<file path="src/fdr_pkg.sv">
/*
 * fdr_pkg: constants, register offsets, configuration indices and mode types
 * for the floppy controller host register front end.
 * Assumes a byte-wide host i/o bus with 16-bit address qualification.
 */
package fdr_pkg;

   // configuration access port pairs (index at +0, data at +1)
   localparam logic [15:0] CFG_PORT_PRI    = 16'h03f0;
   localparam logic [15:0] CFG_PORT_ALT    = 16'h0370;
   localparam logic [15:0] CFG_DATA_STEP   = 16'h0001;
   localparam logic [7:0]  CFG_KEY_ENTER   = 8'h55;
   localparam logic [7:0]  CFG_KEY_EXIT    = 8'haa;

   // configuration register indices
   localparam logic [7:0]  CR_MODE         = 8'h03;
   localparam logic [7:0]  CR_FDC_BASE     = 8'h20;
   localparam logic [7:0]  CR_PAR_BASE     = 8'h23;
   localparam logic [7:0]  CR_SER1_BASE    = 8'h24;
   localparam logic [7:0]  CR_SER2_BASE    = 8'h25;
   localparam int          CR3_IDENT_BIT   = 0;
   localparam int          CR3_ENC_BIT     = 1;
   localparam int          CR3_ENH_BIT     = 5;
   localparam logic [7:0]  CR3_RESET       = 8'h03;
   localparam logic [7:0]  BASE_RESET      = 8'h00;

   // floppy register offsets from the programmed base
   localparam logic [2:0]  OFS_STATUS_A    = 3'h0;
   localparam logic [2:0]  OFS_STATUS_B    = 3'h1;
   localparam logic [2:0]  OFS_DIG_OUT     = 3'h2;
   localparam logic [2:0]  OFS_TAPE        = 3'h3;
   localparam logic [2:0]  OFS_MSR_RATE    = 3'h4;
   localparam logic [2:0]  OFS_FIFO        = 3'h5;
   localparam logic [2:0]  OFS_DIN_CCTL    = 3'h7;

   // floppy register fields and reset values
   localparam int          DOR_DMAEN_BIT   = 3;
   localparam int          DOR_NRESET_BIT  = 2;
   localparam logic [7:0]  DOR_RESET       = 8'h00;
   localparam logic [7:0]  TDR_RESET       = 8'h00;
   localparam logic [7:0]  TDR_NORMAL_MASK = 8'h03;
   localparam logic [7:0]  RATE_RESET      = 8'h02;
   localparam logic [7:0]  CCTL_RESET      = 8'h02;
   localparam int          DIN_CHG_BIT     = 7;

   // cycles the strap pin needs to pass the input synchroniser
   localparam logic [1:0]  STRAP_SETTLE    = 2'h3;

   typedef enum logic [1:0] {FDR_MODE_AT, FDR_MODE_PS2, FDR_MODE_M30} fdr_mode_e;
   typedef enum logic [1:0] {FDR_CFG_IDLE, FDR_CFG_KEY1, FDR_CFG_ACTIVE} fdr_cfg_e;

endpackage

</file>
<file path="src/fdr_sync_if.sv">
/*
 * fdr_sync_if: carries a bundle of raw pin levels into the synchroniser and
 * its settled copy back to the user.
 * Assumes both ends run on clk_sys.
 */
`timescale 1ns/1ps
interface fdr_sync_if #(parameter int W = 8);
   logic [W-1:0] raw;
   logic [W-1:0] clean;
   modport syncer (input raw, output clean);
   modport user   (output raw, input clean);
endinterface

</file>
<file path="src/fdr_sticky.sv">
/*
 * fdr_sticky: one latched status flag, set by a hardware event and cleared
 * by a register read.
 * Assumes set and clr are single-cycle pulses on clk_sys.
 */
`timescale 1ns/1ps
module fdr_sticky (
   // clock and reset
   input  wire logic clk_sys,
   input  wire logic rst,
   // event and clear
   input  wire logic set,
   input  wire logic clr,
   // flag
   output logic      q
);
   // set wins over clear so an event in the clearing cycle is kept
   always_ff @(posedge clk_sys) begin
      if (rst) begin
         q <= 1'b0;
      end else if (set) begin
         q <= 1'b1;
      end else if (clr) begin
         q <= 1'b0;
      end
   end
endmodule

</file>
<file path="src/fdr_sync.sv">
/*
 * fdr_sync: three flip-flop input synchroniser; a bit takes its new level
 * once the second and third stages agree.
 * Assumes inputs are asynchronous to clk_sys and reset is synchronous.
 */
`timescale 1ns/1ps
module fdr_sync #(
   parameter int W = 8
) (
   // clock and reset
   input  wire logic   clk_sys,
   input  wire logic   rst,
   // pin bundle
   fdr_sync_if.syncer  sp
);
   logic [W-1:0] stage1;
   logic [W-1:0] stage2;
   logic [W-1:0] stage3;
   logic [W-1:0] settled;

   always_ff @(posedge clk_sys) begin
      if (rst) begin
         stage1 <= '0;
         stage2 <= '0;
         stage3 <= '0;
      end else begin
         stage1 <= sp.raw;
         stage2 <= stage1;
         stage3 <= stage2;
      end
   end

   // a bit that still disagrees keeps its last settled level
   always_ff @(posedge clk_sys) begin
      if (rst) begin
         settled <= '0;
      end else begin
         settled <= (stage2 & stage3) | (settled & (stage2 ^ stage3));
      end
   end

   assign sp.clean = settled;
endmodule

</file>
<file path="src/fdr_top.sv">
/*
 * fdr_top: host register front end of the floppy controller. Decodes the
 * configuration port and the seven floppy register offsets, derives the floppy and
 * interface modes and drives the mode-dependent interrupt, dma, terminal
 * count and density pins.
 * Assumes the controller core sits on clk_sys and hands its state over as
 * active-high levels; host strobes, address, data and drive pins are async.
 */
// Function
// [RL1] config port at 3F0/3F1 or 370/371, write-only
// [RL2] config writes only in config state
// [RL3] blocks disabled until base address programmed
// [RL4] floppy, serial, parallel bases are relocatable
// [RL5] all registers are eight bits wide
// [RL6] two floppy modes, three interface modes
// [RL7] enhanced bit selects tape register layout
// [RL8] first mode: dma bit honoured, active-high pins
// [RL9] second mode: dma ignored, always drive, active-low
// [RL10] third mode: dma honoured, tc high, density low
// [RL11] offsets 0,1,2,3,5 decode listed registers
// [RL12] offsets 4 and 7 split read/write
// [RL13] offset 6 and others never answer
// [RL14] status A undriven in first mode
// [RL15] status A bit order in second mode
// [RL16] status A reset values in second mode
// [RL17] second-drive flag reads one
// [RL18] irq pending mirrors irq; direction one inward
// [RL19] drive status sampled live per read
`timescale 1ns/1ps
module fdr_top
   import fdr_pkg::*;
(
   // clock and reset
   input  wire logic       clk_sys,
   input  wire logic       rst,
   // host i/o bus
   input  wire logic [15:0] host_addr,
   input  wire logic       host_aen,
   input  wire logic       host_ior_n,
   input  wire logic       host_iow_n,
   input  wire logic [7:0] host_data_in,
   output logic [7:0]      host_data_out,
   output logic            host_data_oe,
   // configuration port strap
   input  wire logic       cfg_port_alt,
   // drive interface inputs
   input  wire logic       track_zero_n,
   input  wire logic       index_pulse_n,
   input  wire logic       write_protect_n,
   input  wire logic       disk_change_n,
   input  wire logic       terminal_count_in,
   // controller core state
   input  wire logic       core_irq,
   input  wire logic       core_drq,
   input  wire logic       core_step,
   input  wire logic       core_dir_in,
   input  wire logic       core_head_side,
   input  wire logic       core_wgate,
   input  wire logic       core_rdata,
   input  wire logic       core_wdata,
   input  wire logic       core_density_hi,
   input  wire logic [7:0] core_main_status,
   input  wire logic [7:0] core_fifo_rd_data,
   // to controller core
   output logic            core_fifo_rd,
   output logic            core_fifo_wr,
   output logic [7:0]      core_fifo_wr_data,
   output logic            core_soft_reset,
   output logic            core_tc,
   output logic [7:0]      rate_select,
   output logic [7:0]      config_control,
   output logic [3:0]      motor_enable,
   output logic [3:0]      drive_select,
   output logic            enhanced_floppy,
   // mode-dependent pins
   output logic            floppy_irq_out,
   output logic            floppy_irq_oe,
   output logic            dma_request_out,
   output logic            dma_request_oe,
   output logic            density_select_out,
   // configuration results
   output logic            cfg_state_active,
   output logic            fdc_enabled,
   output logic [7:0]      par_base,
   output logic [7:0]      ser1_base,
   output logic [7:0]      ser2_base
);
   localparam int SW = 33;

   fdr_sync_if #(.W(SW)) pins ();

   logic        aen_c;
   logic        ior_n_c;
   logic        iow_n_c;
   logic [15:0] addr_c;
   logic [7:0]  din_c;
   logic        trk0_n_c;
   logic        index_n_c;
   logic        wp_n_c;
   logic        chg_n_c;
   logic        tc_pin_c;
   logic        strap_c;

   logic        rd_prev;
   logic        wr_prev;
   logic        rd_evt;
   logic        wr_evt;
   logic [1:0]  strap_cnt;
   logic        port_alt;

   fdr_cfg_e    cfg_state;
   logic [7:0]  cfg_index;
   logic [7:0]  cr_mode;
   logic [7:0]  fdc_base;

   fdr_mode_e   mode;
   logic        dma_gate;
   logic [15:0] cfg_port;
   logic        cfg_idx_hit;
   logic        cfg_dat_hit;
   logic        fdc_hit;
   logic [2:0]  ofs;

   logic [7:0]  digital_output_reg;
   logic [7:0]  tape_drive_reg;
   logic [7:0]  next_rd_data;
   logic        next_rd_drive;
   logic [7:0]  status_a;
   logic [7:0]  status_b;
   logic        din_read;

   logic        step_prev;
   logic        wgate_prev;
   logic        rdata_prev;
   logic        wdata_prev;
   logic        step_ff;
   logic        wgate_ff;
   logic        rdata_ff;
   logic        wdata_ff;
   logic        rdata_tgl;
   logic        wdata_tgl;

   // all pin inputs pass one synchroniser bundle
   assign pins.raw = {host_aen, host_ior_n, host_iow_n, host_addr, host_data_in, track_zero_n,
                      index_pulse_n, write_protect_n, disk_change_n, terminal_count_in,
                      cfg_port_alt};
   assign {aen_c, ior_n_c, iow_n_c, addr_c, din_c, trk0_n_c, index_n_c, wp_n_c, chg_n_c,
           tc_pin_c, strap_c} = pins.clean;

   fdr_sync #(.W(SW)) u_sync (
      .clk_sys (clk_sys),
      .rst     (rst),
      .sp      (pins.syncer)
   );

   // host strobes: an access starts on the settled falling edge
   // held as already low in reset: cleared sync stages read as strobes low
   always_ff @(posedge clk_sys) begin
      if (rst) begin
         rd_prev <= 1'b1;
         wr_prev <= 1'b1;
      end else begin
         rd_prev <= ~ior_n_c;
         wr_prev <= ~iow_n_c;
      end
   end
   assign rd_evt = ~ior_n_c & ~rd_prev;
   assign wr_evt = ~iow_n_c & ~wr_prev;

   // strap is caught after the synchroniser has settled, never under reset
   always_ff @(posedge clk_sys) begin
      if (rst) begin
         strap_cnt <= 2'h0;
         port_alt  <= 1'b0;
      end else if (strap_cnt != STRAP_SETTLE) begin
         strap_cnt <= strap_cnt + 2'h1;
      end else begin
         port_alt  <= strap_c;
      end
   end

   // address decode
   assign cfg_port    = port_alt ? CFG_PORT_ALT : CFG_PORT_PRI; // RL1
   assign cfg_idx_hit = ~aen_c & (addr_c == cfg_port);
   assign cfg_dat_hit = ~aen_c & (addr_c == 16'(cfg_port + CFG_DATA_STEP));
   assign fdc_enabled = (fdc_base != BASE_RESET); // RL3
   assign fdc_hit     = ~aen_c & fdc_enabled & (addr_c[15:11] == 5'h00)
                        & (addr_c[10:3] == fdc_base); // RL4
   assign ofs         = addr_c[2:0];

   // configuration state: two enter keys open it, the exit key closes it
   always_ff @(posedge clk_sys) begin
      if (rst) begin
         cfg_state <= FDR_CFG_IDLE;
         cfg_index <= 8'h00;
      end else if (wr_evt && cfg_idx_hit) begin
         case (cfg_state)
            FDR_CFG_IDLE: begin
               if (din_c == CFG_KEY_ENTER) begin
                  cfg_state <= FDR_CFG_KEY1;
               end
            end
            FDR_CFG_KEY1: begin
               cfg_state <= (din_c == CFG_KEY_ENTER) ? FDR_CFG_ACTIVE : FDR_CFG_IDLE;
            end
            FDR_CFG_ACTIVE: begin
               if (din_c == CFG_KEY_EXIT) begin
                  cfg_state <= FDR_CFG_IDLE;
               end else begin
                  cfg_index <= din_c;
               end
            end
            default: begin
               cfg_state <= FDR_CFG_IDLE;
            end
         endcase
      end
   end
   assign cfg_state_active = (cfg_state == FDR_CFG_ACTIVE);

   // configuration registers; the floppy path keeps running meanwhile
   always_ff @(posedge clk_sys) begin
      if (rst) begin
         cr_mode   <= CR3_RESET;
         fdc_base  <= BASE_RESET; // RL3
         par_base  <= BASE_RESET;
         ser1_base <= BASE_RESET;
         ser2_base <= BASE_RESET;
      end else if (wr_evt && cfg_dat_hit && cfg_state_active) begin // RL2
         case (cfg_index)
            CR_MODE:      cr_mode   <= din_c;
            CR_FDC_BASE:  fdc_base  <= din_c; // RL4
            CR_PAR_BASE:  par_base  <= din_c; // RL4
            CR_SER1_BASE: ser1_base <= din_c; // RL4
            CR_SER2_BASE: ser2_base <= din_c; // RL4
            default: begin
            end
         endcase
      end
   end

   // interface mode; ident high with encoding low is undefined and taken as the first mode
   always_comb begin
      if (!cr_mode[CR3_ENC_BIT] && !cr_mode[CR3_IDENT_BIT]) begin
         mode = FDR_MODE_M30; // RL10
      end else if (cr_mode[CR3_ENC_BIT] && !cr_mode[CR3_IDENT_BIT]) begin
         mode = FDR_MODE_PS2; // RL9
      end else begin
         mode = FDR_MODE_AT; // RL8
      end
   end
   assign enhanced_floppy = cr_mode[CR3_ENH_BIT]; // RL6 RL7

   // mode-dependent pins
   assign dma_gate           = (mode == FDR_MODE_PS2) | digital_output_reg[DOR_DMAEN_BIT]; // RL8 RL9 RL10
   assign floppy_irq_out     = core_irq;
   assign floppy_irq_oe      = dma_gate;
   assign dma_request_out    = core_drq;
   assign dma_request_oe     = dma_gate;
   assign core_tc            = dma_gate & ((mode == FDR_MODE_PS2) ? ~tc_pin_c : tc_pin_c); // RL9
   assign density_select_out = (mode == FDR_MODE_AT) ? core_density_hi : ~core_density_hi; // RL10

   // floppy write registers
   always_ff @(posedge clk_sys) begin
      if (rst) begin
         digital_output_reg            <= DOR_RESET;
         tape_drive_reg            <= TDR_RESET;
         rate_select    <= RATE_RESET;
         config_control <= CCTL_RESET;
      end else if (wr_evt && fdc_hit) begin
         case (ofs) // RL11 RL12
            OFS_DIG_OUT:  digital_output_reg            <= din_c;
            OFS_TAPE:     tape_drive_reg            <= din_c;
            OFS_MSR_RATE: rate_select    <= din_c;
            OFS_DIN_CCTL: config_control <= din_c;
            default: begin
            end
         endcase
      end
   end

   always_ff @(posedge clk_sys) begin
      if (rst) begin
         core_fifo_wr      <= 1'b0;
         core_fifo_rd      <= 1'b0;
         core_fifo_wr_data <= 8'h00;
      end else begin
         core_fifo_wr <= wr_evt & fdc_hit & (ofs == OFS_FIFO); // RL11
         core_fifo_rd <= rd_evt & fdc_hit & (ofs == OFS_FIFO);
         if (wr_evt && fdc_hit && ofs == OFS_FIFO) begin
            core_fifo_wr_data <= din_c;
         end
      end
   end

   assign core_soft_reset = ~digital_output_reg[DOR_NRESET_BIT];
   assign motor_enable    = digital_output_reg[7:4];
   assign drive_select    = 4'(4'h1 << digital_output_reg[1:0]);

   // latched drive events, cleared by a digital input read
   assign din_read = rd_evt & fdc_hit & (ofs == OFS_DIN_CCTL);

   always_ff @(posedge clk_sys) begin
      if (rst) begin
         step_prev  <= 1'b0;
         wgate_prev <= 1'b0;
         rdata_prev <= 1'b0;
         wdata_prev <= 1'b0;
         rdata_tgl  <= 1'b0;
         wdata_tgl  <= 1'b0;
      end else begin
         step_prev  <= core_step;
         wgate_prev <= core_wgate;
         rdata_prev <= core_rdata;
         wdata_prev <= core_wdata;
         rdata_tgl  <= rdata_tgl ^ (rdata_prev & ~core_rdata);
         wdata_tgl  <= wdata_tgl ^ (wdata_prev & ~core_wdata);
      end
   end

   fdr_sticky u_step (
      .clk_sys (clk_sys),
      .rst     (rst),
      .set     (core_step & ~step_prev),
      .clr     (din_read),
      .q       (step_ff)
   );

   fdr_sticky u_wgate (
      .clk_sys (clk_sys),
      .rst     (rst),
      .set     (core_wgate & ~wgate_prev),
      .clr     (din_read),
      .q       (wgate_ff)
   );

   fdr_sticky u_rdata (
      .clk_sys (clk_sys),
      .rst     (rst),
      .set     (rdata_prev & ~core_rdata),
      .clr     (din_read),
      .q       (rdata_ff)
   );

   fdr_sticky u_wdata (
      .clk_sys (clk_sys),
      .rst     (rst),
      .set     (wdata_prev & ~core_wdata),
      .clr     (din_read),
      .q       (wdata_ff)
   );

   // status registers built from live levels and the latched drive events at the moment of the read
   always_comb begin
      if (mode == FDR_MODE_M30) begin
         status_a = {core_irq, core_drq, step_ff, ~trk0_n_c, ~core_head_side, ~index_n_c,
                     ~wp_n_c, ~core_dir_in};
         status_b = {1'b1, ~drive_select[1], ~drive_select[0], wdata_ff, rdata_ff, wgate_ff,
                     ~drive_select[3], ~drive_select[2]};
      end else begin
         status_a = {core_irq, 1'b1, core_step, trk0_n_c, core_head_side, index_n_c,
                     wp_n_c, core_dir_in}; // RL15 RL16 RL17 RL18 RL19
         status_b = {2'b11, digital_output_reg[0], wdata_tgl, rdata_tgl, core_wgate, digital_output_reg[5], digital_output_reg[4]};
      end
   end

   always_comb begin
      next_rd_data  = 8'h00;
      next_rd_drive = 1'b1;
      case (ofs) // RL11 RL12 RL13
         OFS_STATUS_A: begin
            next_rd_data  = status_a;
            next_rd_drive = (mode != FDR_MODE_AT); // RL14
         end
         OFS_STATUS_B: begin
            next_rd_data  = status_b;
            next_rd_drive = (mode != FDR_MODE_AT);
         end
         OFS_DIG_OUT:  next_rd_data = digital_output_reg;
         OFS_TAPE:     next_rd_data = enhanced_floppy ? tape_drive_reg : (tape_drive_reg & TDR_NORMAL_MASK); // RL7
         OFS_MSR_RATE: next_rd_data = core_main_status;
         OFS_FIFO:     next_rd_data = core_fifo_rd_data;
         OFS_DIN_CCTL: next_rd_data = {~chg_n_c, 7'h00};
         default:      next_rd_drive = 1'b0; // RL13
      endcase
   end

   // read data is captured at the strobe edge and driven while the strobe stays low
   always_ff @(posedge clk_sys) begin
      if (rst) begin
         host_data_out <= 8'h00;
         host_data_oe  <= 1'b0;
      end else if (rd_evt) begin
         host_data_out <= next_rd_data; // RL5 RL19
         host_data_oe  <= fdc_hit & next_rd_drive; // RL1 RL13
      end else if (ior_n_c) begin
         host_data_oe  <= 1'b0;
      end
   end
endmodule

</file>
<file path="config.mk">
export PLATFORM = sky130hd
export DESIGN_NAME = fdr_top
export DESIGN_NICKNAME = d
export VERILOG_FILES = /design/src/fdr_pkg.sv /design/src/fdr_sync_if.sv /design/src/fdr_sticky.sv /design/src/fdr_sync.sv /design/src/fdr_top.sv
export SDC_FILE = /design/constraint.sdc
export NUM_CORES = 1
export LEC_CHECK = 0
export ABC_AREA = 1
export CORE_MARGIN = 2
export CORE_UTILIZATION = 57
export CTS_CLUSTER_DIAMETER = 120
export CTS_CLUSTER_SIZE = 30
export DETAILED_ROUTE_END_ITERATION = 12
export DONT_BUFFER_PORTS = 1
export PLACE_DENSITY = 0.78
export SLEW_MARGIN = 0
export SYNTH_ARGS = -nofsm -noshare
export SYNTH_HDL_FRONTEND = slang
export SYNTH_HIERARCHICAL = 1
export SYNTH_SLANG_ARGS = --single-unit
</file>
<file path="constraint.sdc">
create_clock -name clk_sys -period 1.5 [get_ports clk_sys]
set_input_delay 0.075 -clock clk_sys [delete_from_list [all_inputs] [get_ports clk_sys]]
set_output_delay 0.075 -clock clk_sys [all_outputs]
set_load 0.05 [all_outputs]
</file>
==> results of run 1 <==
-- cell type report --
class / instances / area (sq um) / area share
clock buffers: 12 / 300 / 0.0221
clock inverters: 2 / 46.3 / 0.00341
inverters: 240 / 918 / 0.0676
multi-input cells: 804 / 4260 / 0.313
flip-flops and latches: 243 / 4920 / 0.362
well taps: 225 / 282 / 0.0207
repair buffers: 305 / 2870 / 0.211
-- critical path, cell delays in order (launching register included) --
cell and delay [ns]:
dfxtp_2 0.39, inv_1 0.06, nand2_1 0.10, nand2_1 0.11
nor2_2 0.13, nand2_1 0.08, nor2_2 0.13, nand3_4 0.22
nor2_4 0.31, nor2_2 0.07, nor2_1 0.12
-- cell usage in the layout (no fill, tap or decap), types with 26 or more instances in the layout --
cell type	n
a21oi_1	49
buf_4	141
dfxtp_1	213
dlygate4sd3_1	134
ha_1	34
inv_1	220
nand2_1	215
nand2_2	26
nand4_1	48
nor2_1	282
o21ai_0	31
-- where the power goes --
group	internal, mW	leakage, nW	switching [mW]
Sequential	6.58	1.99	0.0691
Clock	1.51	0.166	2.05
Combinational	0.292	4.40	0.279
Total	8.38	6.56	2.40
-- worst max path at each step --
stage	startpoint	to	slack, ns
5_1_grt	u_sync/sp.clean[19]	core_fifo_wr_data[5]	-0.44
3_3_place_gp	u_sync/sp.clean[26]	tape_drive_reg[6]	-0.20
3_5_place_dp	u_sync/sp.clean[26]	config_control[2]	-0.27
6_report	u_sync/sp.clean[19]	core_fifo_wr_data[5]	-0.30
2_1_floorplan	fdc_base[5]	core_fifo_wr_data[0]	-0.19
4_1_cts	u_sync/sp.clean[27]	digital_output_reg[3]	-0.21
-- metrics by stage --
stage	cells	hold WS, ns	TNS (ns)	setup WS [ns]
after floorplan	1339	0.137	-12.79	-0.189
after global placement	1659	0.150	-13.36	-0.205
after detailed placement	1659	0.150	-16.63	-0.273
after CTS	1818	0.0237	-10.86	-0.213
after global routing	1831	0.0860	-25.48	-0.444
final	1831	0.0364	-15.84	-0.298
-- per-layer routing --
metal / vias up / wire length, microns / global-route usage / share of wire
met3: 146 / 2350 / 0.0436 / 0.083
li1: 4585 / - / - / -
met1: 4321 / 10900 / 0.347 / 0.38
met2: 540 / 13700 / 0.472 / 0.48
met5: - / 0 / 0 / 0
met4: 0 / 1470 / 0.108 / 0.052
-- logic make-up (layout without fill, tap and decap cells) --
group,Yosys count,count (layout),share of synthesized area
buffers and inverters,294,559,0.126
xor gates and xnor gates,2,2,0.00177
and+or+nand+nor,658,660,0.280
AOI/OAI and AO/OA,108,108,0.0580
adders and majority gates,34,34,0.0429
DFF,243,243,0.491
-- repair_timing --
item | 4_1_cts | 5_1_grt
resized for setup | 75 | 109
gates cloned | 4 | 3
hold buffers | 136 | 0
endpoints found under the hold margin | 156 | 0
setup buffers | 5 | 11
setup endpoints to repair | 102 | 107
pin swaps | 86 | 38
==> impl_metrics.ini, run 1 <==
[run_status]
outcome = complete, but fails checks
violations = setup timing

[detailed_routing]
drtPass1Iterations = 6
drt_iter0_markers = 1013
wire_per_inst_microns = 15.5
vias = 9592
routed_wl_mm = 28.4
drcViolationCount = 0
antenna_left = 0
viasPerCell = 5.24

[synth]
synth_cells = 1339
async_reset_ff_frac = 0
yosysMostFrequentCell = nor2_1
ys_top_cells_by_count = nor2_1, nand2_1, dfxtp_1, inv_1, a21oi_1
synth_top_cell_by_area = dfxtp_1
syn_area_per_cell_sq_um = 7.40
synth_ff_type = dfxtp_1
synth_nets = 1433
synth_edf_count = 0
synth_area_sq_um = 9910
ys_seq_area_frac = 0.491
ys_warn_count = 6
ys_seq_elements = 243
yosysTopAreaCellShare = 0.491
synth_cell_types = 36
synth_area_leaders = dfxtp_1, nor2_1, nand2_1

[floorplanning]
initial_core_util = 0.579
design.portCount = 137
dieHeight_microns = 136
die_area_sq_um = 18500
core_area_sq_um = 17100
row_count = 48
die_w_microns = 136

[grt]
antenna_found_initial = 0
grt_max_degree = 109
grt_pass1_vias = 9006
grt_usage = 0.275
grt_first_pass_wirelength_mm = 41.3
grt_overflow = 0

[timing]
hold_viol_final = 0
min_period_ns = 1.80
max_freq_mhz = 556
rsz0062_at_grt = yes
slew_viol_final = 0
fin_crit_sh = 1.20
finClkSkew_ns = 0.0286
worst_slew_pin_slew_ns = 0.537
relSlewSlack = 0.642
setup_slack_ns = -0.298
setup_viol = 91

[setup_path]
cp.arrival_ns = 2.21
worstSetupEndpointType = register
r2r-start = u_sync/sp.clean[19]
cp.required_ns = 1.92
critical_path_class = reg2reg
timing.rr.end = core_fifo_wr_data[5]
critPathMaxFanout = 8
start_kind = register
r2r_slack_ns = -0.30
ff2ff_path_depth = 10

[finish]
drive_gt1_frac = 0.213
finalNetCount = 1700
final_cell_area_sq_um = 13600
antenna_cells = 0
final_core_util = 0.794
fillers = 1020
syn_to_final_growth_pct = 37.2

[clock_network]
clockBufferDepth = 3
cts_root_buf = clkbuf_16
cts_tree = done
clock_sinks = 243
path_clk_slew_ns = 0.11
clock_latency_ns = 0.49
numCtsBuffers = 12
htreeDepth = 1

[flow_run]
drv_cap = 0

[min_path]
hp-class = in2reg
worstHoldStart = core_drq
whs_path_depth = 6
hold_path_end = host_data_out[6]

[placed_design]
place_congestion = 0.881
io_buffers = 0
dp_hpwl_mm = 15.3
dpl_cell_area_sq_um = 11100

[power]
p_leak_nw = 6.56
powerDensity_nw_per_um2 = 793
worst_ir_drop_vdd_mv = 0.886
power_mw = 10.8
Power figures use the tool's default switching activity.
==> inputs of run 2 (changes only) <==
--- a/config.mk
+++ b/config.mk
@@ -7,14 +7,13 @@
 export LEC_CHECK = 0
 export ABC_AREA = 1
 export CORE_MARGIN = 2
-export CORE_UTILIZATION = 57
+export CORE_UTILIZATION = 55
 export CTS_CLUSTER_DIAMETER = 120
 export CTS_CLUSTER_SIZE = 30
 export DETAILED_ROUTE_END_ITERATION = 12
 export DONT_BUFFER_PORTS = 1
-export PLACE_DENSITY = 0.78
+export PLACE_DENSITY = 0.76
 export SLEW_MARGIN = 0
 export SYNTH_ARGS = -nofsm -noshare
 export SYNTH_HDL_FRONTEND = slang
-export SYNTH_HIERARCHICAL = 1
 export SYNTH_SLANG_ARGS = --single-unit
==> run 2 against run 1 <==
Effect of this change: routed wire length grew 14%; count of clock-buffer cells in the layout is the same; via count grew 3.5%; first-iteration DRC count grew 23%; final area grew 2.1%; core utilization grew 0.29 points; cell count is essentially flat; the run still ends with setup timing left; non-clock buffer count grew 4; synthesized cell count shrank 0.67%; highest routed layer unchanged; clock skew grew 0.0053 ns.
==> impl_metrics.ini, run 2 <==
[finish]
antenna_cells = 0
layout_commonest_cell = nor2_1
area.sequential_sq_um = 4930
fillers = 1020
syn_to_final_growth_pct = 40.9
drive_gt1_frac = 0.264
final_core_util = 0.797
stdcell_count = 1832
layout_common_cells = nor2_1, nand2_1, inv_1, dfxtp_1, buf_4
multiInputGateArea_sq_um = 4620
finalNetCount = 1701

[synth]
ys_seq_elements = 243
async_reset_ff_frac = 0
synth_cells = 1330
synth_edf_count = 0
ys_seq_area_frac = 0.494
syn_area_per_cell_sq_um = 7.41
yosysMostFrequentCell = nor2_1
synth_cell_types = 35
synth_nets = 1424
synth_top_cell_by_area = dfxtp_1
synth_area_leaders = dfxtp_1, nor2_1, nand2_1
ys_top_cells_by_count = nor2_1, nand2_1, dfxtp_1, inv_1, a21oi_1
ys_warn_count = 0
synth_area_sq_um = 9850
synth_ff_type = dfxtp_1
yosysTopAreaCellShare = 0.494

[timing]
setup_slack_ns = -0.276
finClkSkew_ns = 0.0338
worst_slew_pin_slew_ns = 0.602
slew_viol_final = 0
hold_viol_final = 0
setup_viol = 100
rsz0062_at_grt = yes
min_period_ns = 1.78
relSlewSlack = 0.596
fin_crit_sh = 1.18
finalSetupTns_ns = -13.63
max_freq_mhz = 563

[min_path]
hp-class = in2reg

[setup_path]
critical_path_class = reg2reg
worstSetupEndpointType = register
critPathMaxFanout = 8
cp.required_ns = 1.95
cpPeakStageDelay_ns = 0.34
crit_chain = inv_1, nand2_1, nor2_2, nand3_1, nor2_8, buf_12, nand4_4, nand2_1, nand2_1, nor2_1
cp_slowest_cell = dfxtp_1
cp.arrival_ns = 2.23
cpMostUsedCell = nand2_1
start_kind = register

[run_status]
outcome = complete, but fails checks
violations = setup timing

[floorplanning]
dieHeight_microns = 138
core_area_sq_um = 17400
die_area_sq_um = 19000
die_w_microns = 138
row_count = 48
design.portCount = 137
initial_core_util = 0.566

[flow_run]
drv_cap = 0

[power]
switching_share = 0.237
sequentialPowerShare = 0.604
pwr-share-clk = 0.336
p_leak_nw = 6.74
worst_ir_drop_vdd_mv = 1.15
internal-power_mw = 8.44
power_mw = 11.1
powerDensity_nw_per_um2 = 797
comb_power_share = 0.060
power_switching_mw = 2.63

[clock_network]
htreeDepth = 1
cts_tree = done
clock_sinks = 243
clockBufferDepth = 3
clock_latency_ns = 0.51
cts_root_buf = clkbuf_16
path_clk_slew_ns = 0.12
numCtsBuffers = 12

[grt]
grt_overflow = 0
grt_first_pass_wirelength_mm = 44.7
grt_usage = 0.297
antenna_found_initial = 0
grt_pass1_vias = 9336
grt_max_degree = 78

[detailed_routing]
drcViolationCount = 0
routed_wl_mm = 32.2
drtPass1Iterations = 6
antenna_left = 0
drt_iter0_markers = 1246
viasPerCell = 5.42
wire_per_inst_microns = 17.6
vias = 9924

[placed_design]
pre_cts_ws_ns = -0.208
dp_cells = 1673
dp_hpwl_mm = 16.9
io_buffers = 0
place_congestion = 0.912
[run 2: kinds of logic (layout without fill, tap and decap cells)]
| family | count (synthesis) | count (layout) | synth area share |
|---|---|---|---|
| buf+inv | 273 | 547 | 0.109 |
| simple gates | 674 | 677 | 0.298 |
| flops | 243 | 243 | 0.494 |
| xor+xnor | 4 | 4 | 0.00356 |
| compound gates | 102 | 102 | 0.0526 |
| fa+ha+maj | 34 | 34 | 0.0432 |
[run 2: timing repair]
item / CTS / global route
pin swaps: 31 / 47
resized for setup: 79 / 166
gates cloned: 3 / 1
hold buffers: 115 / 1
endpoints found under the setup margin: 98 / 123
endpoints found under the hold margin: 170 / 1
buffers inserted: 18 / 11
[run 2: metrics by stage]
stage | area [sq um] | hold slack [ns]
2_1_floorplan | 9890 | 0.182
3_3_place_gp | 11300 | 0.150
3_5_place_dp | 11300 | 0.150
4_1_cts | 13200 | 0.0135
5_1_grt | 13900 | 0.107
6_report | 13900 | 0.0588
[run 2: critical path, delay by kind of cell (launching register included)]
kind	cells	cell delay (ns)
buffers and inverters	2	0.23
and+or+nand+nor	8	1.15
DFF	1	0.34
[run 2: worst paths after layout]
check,from,to,slack (ns),depth (start not counted)
min reg2reg,u_sync.stage1[28],u_sync.stage2[28],0.38,2
max,u_sync.sp.clean[26],tape_drive_reg[4],-0.28,10
max reg2reg,u_sync.sp.clean[26],tape_drive_reg[4],-0.28,10
min,core_fifo_rd_data[0],host_data_out[0],0.06,6
[run 2: power groups by stage]
stage	Clock [mW]	Combinational [mW]	Sequential (mW)
after detailed placement	0	0.343	6.81
final	3.72	0.665	6.68
after global placement	0	0.327	6.81
after global routing	3.94	0.723	6.69
after CTS	3.65	0.568	6.66
after floorplan	0	0.319	6.79
[run 2: cell type report]
type,count,share of cell area
flip-flops and latches,243,0.355
repair buffers,309,0.204
clock inverters,2,0.00334
multi-input cells,817,0.333
inverters,224,0.0622
clock buffers,12,0.0216
well taps,225,0.0203
[run 2: metal layers]
metal  track usage  wire (microns)  vias to the layer above
li1              -               -                     4593
met1         0.365           12100                     4555
met3        0.0453            2610                      154
met4         0.124            1860                        0
met2         0.519           15600                      622
met5             0               0                        -
